--- config.mk ---
export PLATFORM = sky130hd
export DESIGN_NAME = pcc_pixel_clock_cfg
export DESIGN_NICKNAME = d
export VERILOG_FILES = /design/src/logic/pcc_divider.v /design/src/logic/pcc_pixel_clock_cfg.v
export VERILOG_INCLUDE_DIRS = /design/src /design/src/logic
export SDC_FILE = /design/constraint.sdc
export NUM_CORES = 2
export LEC_CHECK = 0
export BUFFER_PORTS_ARGS = -buffer_cell sky130_fd_sc_hd__buf_4
export CORE_ASPECT_RATIO = 1.5
export CORE_MARGIN = 4
export CORE_UTILIZATION = 35
export CTS_BUF_LIST = sky130_fd_sc_hd__clkbuf_8
export DETAILED_ROUTE_END_ITERATION = 10
export SLEW_MARGIN = 20
export SYNTH_ARGS = -nofsm -noshare
export SYNTH_HDL_FRONTEND = slang
export SYNTH_SLANG_ARGS = --single-unit
--- constraint.sdc ---
create_clock -name clk_sys -period 16.48 [get_ports clk_sys]
set_input_delay 1.648 -clock clk_sys [delete_from_list [all_inputs] [get_ports clk_sys]]
set_output_delay 1.648 -clock clk_sys [all_outputs]
set_load 0.005 [all_outputs]
--- src/logic/pcc_consts.vh ---
/*
 * Constants of the pixel clock configuration checker: frequency limits
 * in hertz, field codes and state codes.
 * Assumes it is included by its bare name from the design files.
 */
`ifndef PCC_CONSTS_VH
`define PCC_CONSTS_VH

// Low-jitter path: divided reference window, 625 kHz .. 2.5 MHz
`define PCC_LJ_REF_LO_HZ 64'h0000000000098968
`define PCC_LJ_REF_HI_HZ 64'h00000000002625A0
// Low-jitter path: oscillator window, 750 MHz .. 2.5 GHz
`define PCC_LJ_OSC_LO_HZ 64'h000000002CB41780
`define PCC_LJ_OSC_HI_HZ 64'h000000009502F900
// Oscillator range select threshold, 1250 MHz
`define PCC_OSC_SPLIT_HZ 64'h000000004A817C80
// Sigma-delta divider step, 250 MHz
`define PCC_SD_STEP_HZ 64'h000000000EE6B280
// Sideband path: divided reference floor, 150 kHz
`define PCC_SB_REF_LO_HZ 64'h00000000000249F0
// Sideband path: oscillator window, 40 MHz .. 2.8 GHz
`define PCC_SB_OSC_LO_HZ 64'h0000000002625A00
`define PCC_SB_OSC_HI_HZ 64'h00000000A6E49C00
// Logic clock ceiling, 165 MHz
`define PCC_LCLK_MAX_HZ 64'h0000000009D5B340

// Oscillator range select codes
`define PCC_OSC_RANGE_LOW 3'h2
`define PCC_OSC_RANGE_HIGH 3'h4

// Clock source codes
`define PCC_SRC_LOW_JITTER 2'h0
`define PCC_SRC_SIDEBAND 2'h1
`define PCC_SRC_SPARE_STORAGE 2'h2
`define PCC_SRC_SPARE_EXPANSION 2'h3

// Error cause bit positions
`define PCC_ERR_REF 0
`define PCC_ERR_OSC 1
`define PCC_ERR_LCLK 2
`define PCC_ERR_SPARE 3
`define PCC_ERR_ZERO 4
`define PCC_ERR_W 5

// Divider iteration count
`define PCC_DIV_STEPS 7'h40

// Sequencer states
`define PCC_ST_IDLE 3'h0
`define PCC_ST_CHECK 3'h1
`define PCC_ST_SD 3'h2
`define PCC_ST_SD_WAIT 3'h3
`define PCC_ST_PIX 3'h4
`define PCC_ST_PIX_WAIT 3'h5
`define PCC_ST_DONE 3'h6

`endif

--- src/logic/pcc_divider.v ---
/*
 * Iterative 64-bit unsigned restoring divider, one quotient bit a cycle.
 * Assumes the caller never starts it with a zero denominator and holds
 * no new start while it runs.
 */
`timescale 1ns/1ps
`include "pcc_consts.vh"

module pcc_divider (
	input wire clk_sys,
	input wire reset,
	input wire start,
	input wire [63:0] numer,
	input wire [63:0] denom,
	output reg done,
	output reg [63:0] quot
);

	reg [6:0] cnt_q; // Remaining steps
	reg run_q; // Division in progress
	reg [63:0] rem_q; // Partial remainder
	reg [63:0] den_q; // Latched denominator
	wire [64:0] rem_sh; // Remainder shifted with next numerator bit
	wire take; // Trial subtraction fits
	wire [64:0] rem_sub; // Remainder after subtraction

	assign rem_sh = {rem_q, quot[63]};
	assign take = (rem_sh >= {1'b0, den_q});
	assign rem_sub = rem_sh - {1'b0, den_q};

	// Shift-subtract loop; quotient builds in place of the numerator
	always @(posedge clk_sys or posedge reset) begin
		if (reset) begin
			cnt_q <= 7'h00;
			run_q <= 1'b0;
			rem_q <= 64'h0000000000000000;
			den_q <= 64'h0000000000000000;
			quot <= 64'h0000000000000000;
			done <= 1'b0;
		end else begin
			done <= 1'b0;
			if (start) begin
				// Load operands
				cnt_q <= `PCC_DIV_STEPS;
				run_q <= 1'b1;
				rem_q <= 64'h0000000000000000;
				den_q <= denom;
				quot <= numer;
			end else if (run_q) begin
				// One quotient bit
				rem_q <= take ? rem_sub[63:0] : rem_sh[63:0];
				quot <= {quot[62:0], take};
				cnt_q <= cnt_q - 7'h01;
				if (cnt_q == 7'h01) begin
					run_q <= 1'b0;
					done <= 1'b1;
				end
			end
		end
	end

endmodule

--- src/logic/pcc_pixel_clock_cfg.v ---
/*
 * Pixel clock path configuration checker: takes a requested source,
 * pre-divider, multiplier and divider chain, checks the legal windows,
 * derives the oscillator range select and sigma-delta divider fields,
 * computes the pixel clock and commits the settings or refuses them.
 * Assumes all inputs come from logic on clk_sys and stay stable from
 * the apply pulse until done.
 */
`timescale 1ns/1ps
`include "pcc_consts.vh"

module pcc_pixel_clock_cfg (
	input wire clk_sys,
	input wire reset,
	input wire apply, // One-cycle request to check and commit
	input wire [1:0] req_source, // Clock source code
	input wire [31:0] req_ref_hz, // Reference oscillator in Hz
	input wire [7:0] req_pre_div, // Pre-divider field (divides by value+1)
	input wire [11:0] req_mult, // Multiplier field
	input wire [4:0] req_post_div, // Low-jitter post-divider
	input wire [4:0] req_hs_div, // Sideband fast divider (divides by value+1)
	input wire [7:0] req_lclk_div, // Logic clock divider
	input wire [7:0] req_pclk_div, // Pixel clock divider
	input wire storage_in_use, // Serial storage interface active
	input wire expansion_in_use, // Expansion interface active
	input wire link_rx_enabled, // Far-end deserializer has been enabled
	input wire ser_out_en, // Serializer output enable
	output reg busy, // Check in progress
	output reg done, // One-cycle end of a check
	output reg cfg_error, // Last request was refused
	output reg [`PCC_ERR_W-1:0] err_cause, // Causes of the last refusal
	output reg [1:0] source, // Committed source
	output reg [7:0] pre_div, // Committed pre-divider
	output reg [11:0] mult, // Committed multiplier
	output reg [4:0] post_div, // Committed post-divider
	output reg [4:0] hs_div, // Committed fast divider
	output reg [7:0] lclk_div, // Committed logic clock divider
	output reg [7:0] pclk_div, // Committed pixel clock divider
	output reg [2:0] oscillator_range_select, // Derived range field
	output reg [7:0] sigma_delta_divider, // Derived sigma-delta field
	output reg [31:0] pixel_hz, // Committed pixel clock in Hz
	output reg duty_ok, // Committed chain gives 50% duty
	output reg [19:0] jitter_rank, // Sideband {pre-div, mult}, larger is better
	output reg eq_reset_req // One-cycle request to reset far equalizer
);

	reg [2:0] state_q; // Sequencer state
	reg [2:0] state_d; // Next sequencer state
	reg [1:0] c_src; // Captured request fields
	reg [31:0] c_ref;
	reg [7:0] c_n;
	reg [11:0] c_m;
	reg [4:0] c_m2;
	reg [4:0] c_m4;
	reg [7:0] c_lcd;
	reg [7:0] c_pcd;
	reg [7:0] sd_q; // Sigma-delta result awaiting commit
	reg [2:0] osc_sel_q; // Range select awaiting commit
	reg duty_q; // Duty check awaiting commit
	reg ser_en_q; // Previous serializer enable, for edge
	reg committed_q; // A configuration has been committed once
	reg div_start; // Divider start pulse
	reg [63:0] div_num; // Divider numerator
	reg [63:0] div_den; // Divider denominator
	wire div_done; // Divider finished
	wire [63:0] div_quot; // Divider quotient

	wire is_lj; // Request follows low-jitter rules
	wire [63:0] ref64; // Reference widened
	wire [63:0] np1; // Pre-divider plus one
	wire [63:0] num_lj; // Reference times multiplier
	wire [63:0] osc; // Oscillator times (N+1), per path
	wire [63:0] chain_den; // (N+1) times dividers up to logic clock
	wire [63:0] pix_den; // Full pixel divider product
	wire [63:0] sd_den; // (N+1) times sigma-delta step
	wire ref_ok; // Divided reference window met
	wire osc_ok; // Oscillator window met
	wire lclk_ok; // Logic clock ceiling met
	wire spare_ok; // Spare PLL free to use
	wire zero_ok; // No zero divider
	wire [`PCC_ERR_W-1:0] cause; // Collected refusal causes
	wire [2:0] chain; // Dividers in order: post, logic, pixel
	wire [2:0] even; // Divider is even
	wire [2:0] one; // Divider equals one
	wire [2:0] pos_ok; // Per-position duty condition
	wire duty_now; // Duty condition for the captured chain

	assign is_lj = (c_src != `PCC_SRC_SIDEBAND);
	assign ref64 = {32'h00000000, c_ref};
	assign np1 = {56'h00000000000000, c_n} + 64'h0000000000000001;
	assign num_lj = ref64 * {52'h0000000000000, c_m};
	// Sideband oscillator runs at twice the multiplier
	assign osc = is_lj ? num_lj : {num_lj[62:0], 1'b0};
	assign chain_den = np1 * (is_lj ? {59'h000000000000000, c_m2} :
		({59'h000000000000000, c_m4} + 64'h0000000000000001)) *
		{56'h00000000000000, c_lcd};
	assign pix_den = chain_den * {56'h00000000000000, c_pcd};
	assign sd_den = np1 * `PCC_SD_STEP_HZ;

	assign ref_ok = is_lj ?
		((ref64 > `PCC_LJ_REF_LO_HZ * np1) && (ref64 < `PCC_LJ_REF_HI_HZ * np1)) :
		(ref64 > `PCC_SB_REF_LO_HZ * np1);
	assign osc_ok = is_lj ?
		((osc > `PCC_LJ_OSC_LO_HZ * np1) && (osc < `PCC_LJ_OSC_HI_HZ * np1)) :
		((osc > `PCC_SB_OSC_LO_HZ * np1) && (osc < `PCC_SB_OSC_HI_HZ * np1));
	// logic clock ceiling, cross-multiplied to avoid a division
	assign lclk_ok = (osc <= `PCC_LCLK_MAX_HZ * chain_den);
	// spare PLL only with its own interface idle
	assign spare_ok = !((c_src == `PCC_SRC_SPARE_STORAGE) && storage_in_use) &&
		!((c_src == `PCC_SRC_SPARE_EXPANSION) && expansion_in_use);
	// Zero dividers would make the chain meaningless
	assign zero_ok = (c_lcd != 8'h00) && (c_pcd != 8'h00) &&
		(!is_lj || (c_m2 != 5'h00));

	assign cause = {!zero_ok, !spare_ok, !lclk_ok, !osc_ok, !ref_ok};

	// Chain positions; the sideband path has no post-divider, so one stands in
	assign chain[0] = is_lj ? c_m2[0] : 1'b1;
	assign chain[1] = c_lcd[0];
	assign chain[2] = c_pcd[0];
	assign one[0] = is_lj ? (c_m2 == 5'h01) : 1'b1;
	assign one[1] = (c_lcd == 8'h01);
	assign one[2] = (c_pcd == 8'h01);

	// each divider even, one, or followed by an even one
	// same test on the sideband logic and pixel dividers
	genvar gi;
	generate
		for (gi = 0; gi < 3; gi = gi + 1) begin : g_duty
			assign even[gi] = !chain[gi];
			if (gi == 2) begin : g_last
				assign pos_ok[gi] = even[gi] || one[gi];
			end else begin : g_mid
				assign pos_ok[gi] = even[gi] || one[gi] || (|even[2:gi+1]);
			end
		end
	endgenerate
	assign duty_now = &pos_ok;

	pcc_divider u_div (
		.clk_sys(clk_sys),
		.reset(reset),
		.start(div_start),
		.numer(div_num),
		.denom(div_den),
		.done(div_done),
		.quot(div_quot)
	);

	// Next state of the sequencer
	always @* begin
		state_d = state_q;
		case (state_q)
			`PCC_ST_IDLE: begin
				if (apply) begin
					state_d = `PCC_ST_CHECK;
				end
			end
			`PCC_ST_CHECK: begin
				// any violation ends the check here
				if (cause != {`PCC_ERR_W{1'b0}}) begin
					state_d = `PCC_ST_DONE;
				end else if (is_lj) begin
					state_d = `PCC_ST_SD;
				end else begin
					state_d = `PCC_ST_PIX;
				end
			end
			`PCC_ST_SD: state_d = `PCC_ST_SD_WAIT;
			`PCC_ST_SD_WAIT: begin
				if (div_done) begin
					state_d = `PCC_ST_PIX;
				end
			end
			`PCC_ST_PIX: state_d = `PCC_ST_PIX_WAIT;
			`PCC_ST_PIX_WAIT: begin
				if (div_done) begin
					state_d = `PCC_ST_DONE;
				end
			end
			`PCC_ST_DONE: state_d = `PCC_ST_IDLE;
			default: state_d = `PCC_ST_IDLE;
		endcase
	end

	// Divider operands per phase
	always @* begin
		div_start = 1'b0;
		div_num = 64'h0000000000000000;
		div_den = 64'h0000000000000001;
		case (state_q)
			`PCC_ST_SD: begin
				// ceiling by adding denominator minus one
				div_start = 1'b1;
				div_num = num_lj + sd_den - 64'h0000000000000001;
				div_den = sd_den;
			end
			`PCC_ST_PIX: begin
				// low-jitter chain over (N+1), post, logic, pixel
				// sideband chain with doubled multiplier and fast divider
				div_start = 1'b1;
				div_num = osc;
				div_den = pix_den;
			end
			default: begin
				div_start = 1'b0;
			end
		endcase
	end

	// Sequencer, capture, commit and status
	always @(posedge clk_sys or posedge reset) begin
		if (reset) begin
			state_q <= `PCC_ST_IDLE;
			c_src <= `PCC_SRC_LOW_JITTER;
			c_ref <= 32'h00000000;
			c_n <= 8'h00;
			c_m <= 12'h000;
			c_m2 <= 5'h00;
			c_m4 <= 5'h00;
			c_lcd <= 8'h00;
			c_pcd <= 8'h00;
			sd_q <= 8'h00;
			osc_sel_q <= `PCC_OSC_RANGE_LOW;
			duty_q <= 1'b0;
			ser_en_q <= 1'b0;
			committed_q <= 1'b0;
			busy <= 1'b0;
			done <= 1'b0;
			cfg_error <= 1'b0;
			err_cause <= {`PCC_ERR_W{1'b0}};
			source <= `PCC_SRC_LOW_JITTER;
			pre_div <= 8'h00;
			mult <= 12'h000;
			post_div <= 5'h00;
			hs_div <= 5'h00;
			lclk_div <= 8'h00;
			pclk_div <= 8'h00;
			oscillator_range_select <= `PCC_OSC_RANGE_LOW;
			sigma_delta_divider <= 8'h00;
			pixel_hz <= 32'h00000000;
			duty_ok <= 1'b0;
			jitter_rank <= 20'h00000;
			eq_reset_req <= 1'b0;
		end else begin
			state_q <= state_d;
			done <= 1'b0;
			ser_en_q <= ser_out_en;
			// serializer output switched on after the far end is up
			eq_reset_req <= link_rx_enabled && ser_out_en && !ser_en_q;
			busy <= (state_d != `PCC_ST_IDLE);
			case (state_q)
				`PCC_ST_IDLE: begin
					if (apply) begin
						// Capture the request
						c_src <= req_source;
						c_ref <= req_ref_hz;
						c_n <= req_pre_div;
						c_m <= req_mult;
						c_m2 <= req_post_div;
						c_m4 <= req_hs_div;
						c_lcd <= req_lclk_div;
						c_pcd <= req_pclk_div;
					end
				end
				`PCC_ST_CHECK: begin
					err_cause <= cause;
					duty_q <= duty_now;
					sd_q <= 8'h00;
					// range select from reference times multiplier over (N+1) against 1250 MHz
					osc_sel_q <= (num_lj < `PCC_OSC_SPLIT_HZ * np1) ?
						`PCC_OSC_RANGE_LOW : `PCC_OSC_RANGE_HIGH;
					if (cause != {`PCC_ERR_W{1'b0}}) begin
						// refuse and leave committed settings alone
						cfg_error <= 1'b1;
					end
				end
				`PCC_ST_SD_WAIT: begin
					if (div_done) begin
						sd_q <= div_quot[7:0];
					end
				end
				`PCC_ST_PIX_WAIT: begin
					if (div_done) begin
						// Commit the whole checked configuration at once
						cfg_error <= 1'b0;
						source <= c_src;
						pre_div <= c_n;
						mult <= c_m;
						post_div <= c_m2;
						hs_div <= c_m4;
						lclk_div <= c_lcd;
						pclk_div <= c_pcd;
						oscillator_range_select <= osc_sel_q;
						sigma_delta_divider <= sd_q;
						pixel_hz <= div_quot[31:0];
						duty_ok <= duty_q;
						committed_q <= 1'b1;
						// rank orders pre-divider first, multiplier second
						jitter_rank <= is_lj ? 20'h00000 : {c_n, c_m};
						// pixel clock frequency change while far end is up
						if (link_rx_enabled && committed_q &&
							(div_quot[31:0] != pixel_hz)) begin
							eq_reset_req <= 1'b1;
						end
					end
				end
				`PCC_ST_DONE: begin
					done <= 1'b1;
				end
				default: begin
					done <= 1'b0;
				end
			endcase
		end
	end

endmodule

==> results_dict.tcl <==
set metrics [dict create \
    outcome "finished, final reports clean" \
    fin_skew_ns 0.0799 \
    numPortBuffers 206 \
    relSlewSlack 0.194 \
    clkTransAtPathRegs_ns 0.06 \
    synth_nets 10602 \
    wl_per_cell_um 22.6 \
    finalCritPeriodShare 0.984 \
    clock-sinks 390 \
    drt_drc_violations_left 0 \
    hold_violations 0 \
    synth_area_leaders "fa_1, ha_1, dfrtp_1" \
    core_area_um2 210000 \
    max_stage_delay_ns 0.57 \
    endpoint "state_q[2]" \
    critPathArrivalTime_ns 16.90 \
    yosysWarnings 0 \
    place_area_um2 81400 \
    rsz0062_at_grt "true" \
    drv_cap 0 \
    area_delta_synth_final_pct 13.7 \
    grt_pass1_wl_mm 403 \
    reg2reg_slack_ns 0.27 \
    ys_seq_area_frac 0.132 \
    critPathLaunch "c_src[1]" \
    synthArstFlopShare 1.00 \
    drt_iter0_markers 3654 \
    rows 206 \
    finalNetCount 11025 \
    tightest_slew_ns 1.21 \
    die_area_um2 219000 \
    viasPerCell 5.32 \
    r2r-end "state_q[2]" \
    cts_buffers 74 \
    grt_pass1_vias 66118 \
    max_freq_ghz 0.0617 \
    cp.required_ns 17.17 \
    ys_seq_elements 390 \
    synth_top_area_share 0.257 \
    io_pins 208 \
    cts.path.max_buffers 3 \
    fp.dieH_um 571 \
    crit_slowest_cell "fa_1" \
    start_util 0.352 \
    yosys.area.top_type "fa_1" \
    fin_crit_ns 16.21 \
    drive_gt1_frac 0.115 \
    synth_ff_type "dfrtp_1" \
    critical_path_class "reg2reg" \
    syn_area_per_cell_um2 8.77 \
    setup_viol 0 \
    start_kind "flip-flop" \
    grt-ovfl-total 0 \
    clk_latency_ns 0.80 \
    synth_most_common_cell "inv_1" \
    hold_class "reg2reg" \
    synthTopCellsByCount "inv_1, ha_1, nand2_1, fa_1, a21oi_1" \
    ctsHoldBuffers 0 \
    grt_max_degree 135 \
    rr_worst_depth 69 \
    synth_edf_count 0 \
    antenna_found_initial 8 \
    root_buffer "clkbuf_8" \
    cts_tree "done" \
    worstReg2RegStart "c_src[1]" \
    drv_slew 0 \
    crit_path_end_kind "flip-flop" \
    postSynthCellCount 8435 \
    gp_congestion 0.993 \
    syn-cell-area_um2 73900 \
    fin_area_um2 84100 \
    crit_fanout 6 \
    wl_mm 266 \
    postRouteAntennaNets 0 \
    dieWidth_um 383 \
    crit_top_cell "fa_1" \
    htree_levels 3 \
    grt.total_usage 0.242 \
    num_vias 62462 \
    synth.distinct_cells 84 \
    drtPass1Iterations 5 \
    hpwl_mm 219 \
]
worst max-delay path, delay by kind of cell (launching register included):
family                     cells  cell delay [ns]
muxes                          1             0.35
adders and majority gates     18             7.78
DFF                            1             0.40
and+or+nand+nor               18             3.06
xor gates and xnor gates       3             0.35
buffers and inverters         12             1.32
AOI/OAI and AO/OA             17             2.85
what timing repair did:
action                                  in CTS  in global routing
endpoints found under the setup margin       4                  4
gates resized for setup                     43                107
pin swaps                                   31                100
setup buffers                                9                 25
cloned                                       0                  1
hold endpoints to repair                     0                  0
registers in the layout (all words and copies together) (netlist names), 12 cells and up:
| register | flops |
|---|---|
| pixel_hz | 32 |
| jitter_rank | 20 |
| mult | 12 |
| c_ref | 32 |
| c_m | 12 |
| u_div.den_q | 37 |
| u_div.rem_q | 64 |
| u_div.quot | 64 |
placed cells by master (no fill, tap or decap), drive strengths merged, types with 60 or more instances in the layout:
master | netlist | routed
inv | 1359 | 1385
ha | 1129 | 1129
nand2 | 1127 | 1127
fa | 951 | 951
buf | 30 | 619
a21oi | 431 | 431
dfrtp | 388 | 388
nor2 | 353 | 353
o21ai | 344 | 344
and2 | 274 | 274
a21o | 209 | 209
xor2 | 194 | 194
xnor2 | 186 | 186
nand3 | 124 | 124
nor3 | 93 | 93
clkbuf | 243 | 86
nand4 | 80 | 80
mux2 | 78 | 78
nor2b | 69 | 69
nand2b | 68 | 68
o21a | 64 | 64
a211oi | 61 | 61
a31oi | 60 | 60
routing by layer:
layer / up-vias / share of wire / track usage
met5: - / 0.00022 / 0
met4: 8 / 0.079 / 0.155
met3: 721 / 0.051 / 0.0334
met2: 1914 / 0.49 / 0.427
met1: 31239 / 0.38 / 0.274
li1: 28580 / - / -
layout make-up:
type	count	area, µm²
Antenna cell	6	15.0
Clock buffer	85	1170
Clock inverter	49	447
Fill cell	21171	126000
Inverter	1359	5110
Multi-Input combinational cell	6413	59200
Sequential cell	390	9770
Tap cell	2808	3510
Timing Repair Buffer	620	4800
per-stage QoR:
stage / setup TNS, ns / hold WS (ns) / utilization / setup slack (ns) / cells
floorplan: 0 / 0.430 / - / 0.00644 / 8435
global placement: -1.30 / 0.452 / 0.387 / -0.367 / 11551
detailed placement: -1.79 / 0.455 / 0.387 / -0.487 / 11556
CTS: 0 / 0.468 / 0.396 / 0.00111 / 11699
global route: -1.18 / 0.475 / 0.400 / -0.328 / 11726
finish: 0 / 0.467 / 0.400 / 0.270 / 11730
worst min-delay path by stage:
stage | end | slack [ns] | from | cells past startpoint
floorplan | oscillator_range_select[2] | 0.43 | osc_sel_q[2] | 2
global placement | committed_q | 0.45 | committed_q | 1
detailed placement | committed_q | 0.46 | committed_q | 1
CTS | oscillator_range_select[1] | 0.47 | oscillator_range_select[1] | 2
global route | committed_q | 0.47 | committed_q | 1
finish | jitter_rank[4] | 0.47 | jitter_rank[4] | 2
kinds of logic after synthesis:
logic type               after synthesis  synth area share
AND/OR/NAND/NOR                     2371             0.149
adder cells (fa/ha/maj)             2080             0.449
buffers and inverters               1632            0.0831
AO/OA/AOI/OAI                       1460             0.125
flip-flops                           390             0.132
XOR/XNOR                             380            0.0450
multiplexers                         121            0.0177
other                                  1         0.0000507
Power is not shown: default switching activity piles up to over one toggle a cycle in this logic, so the estimate is an artifact.
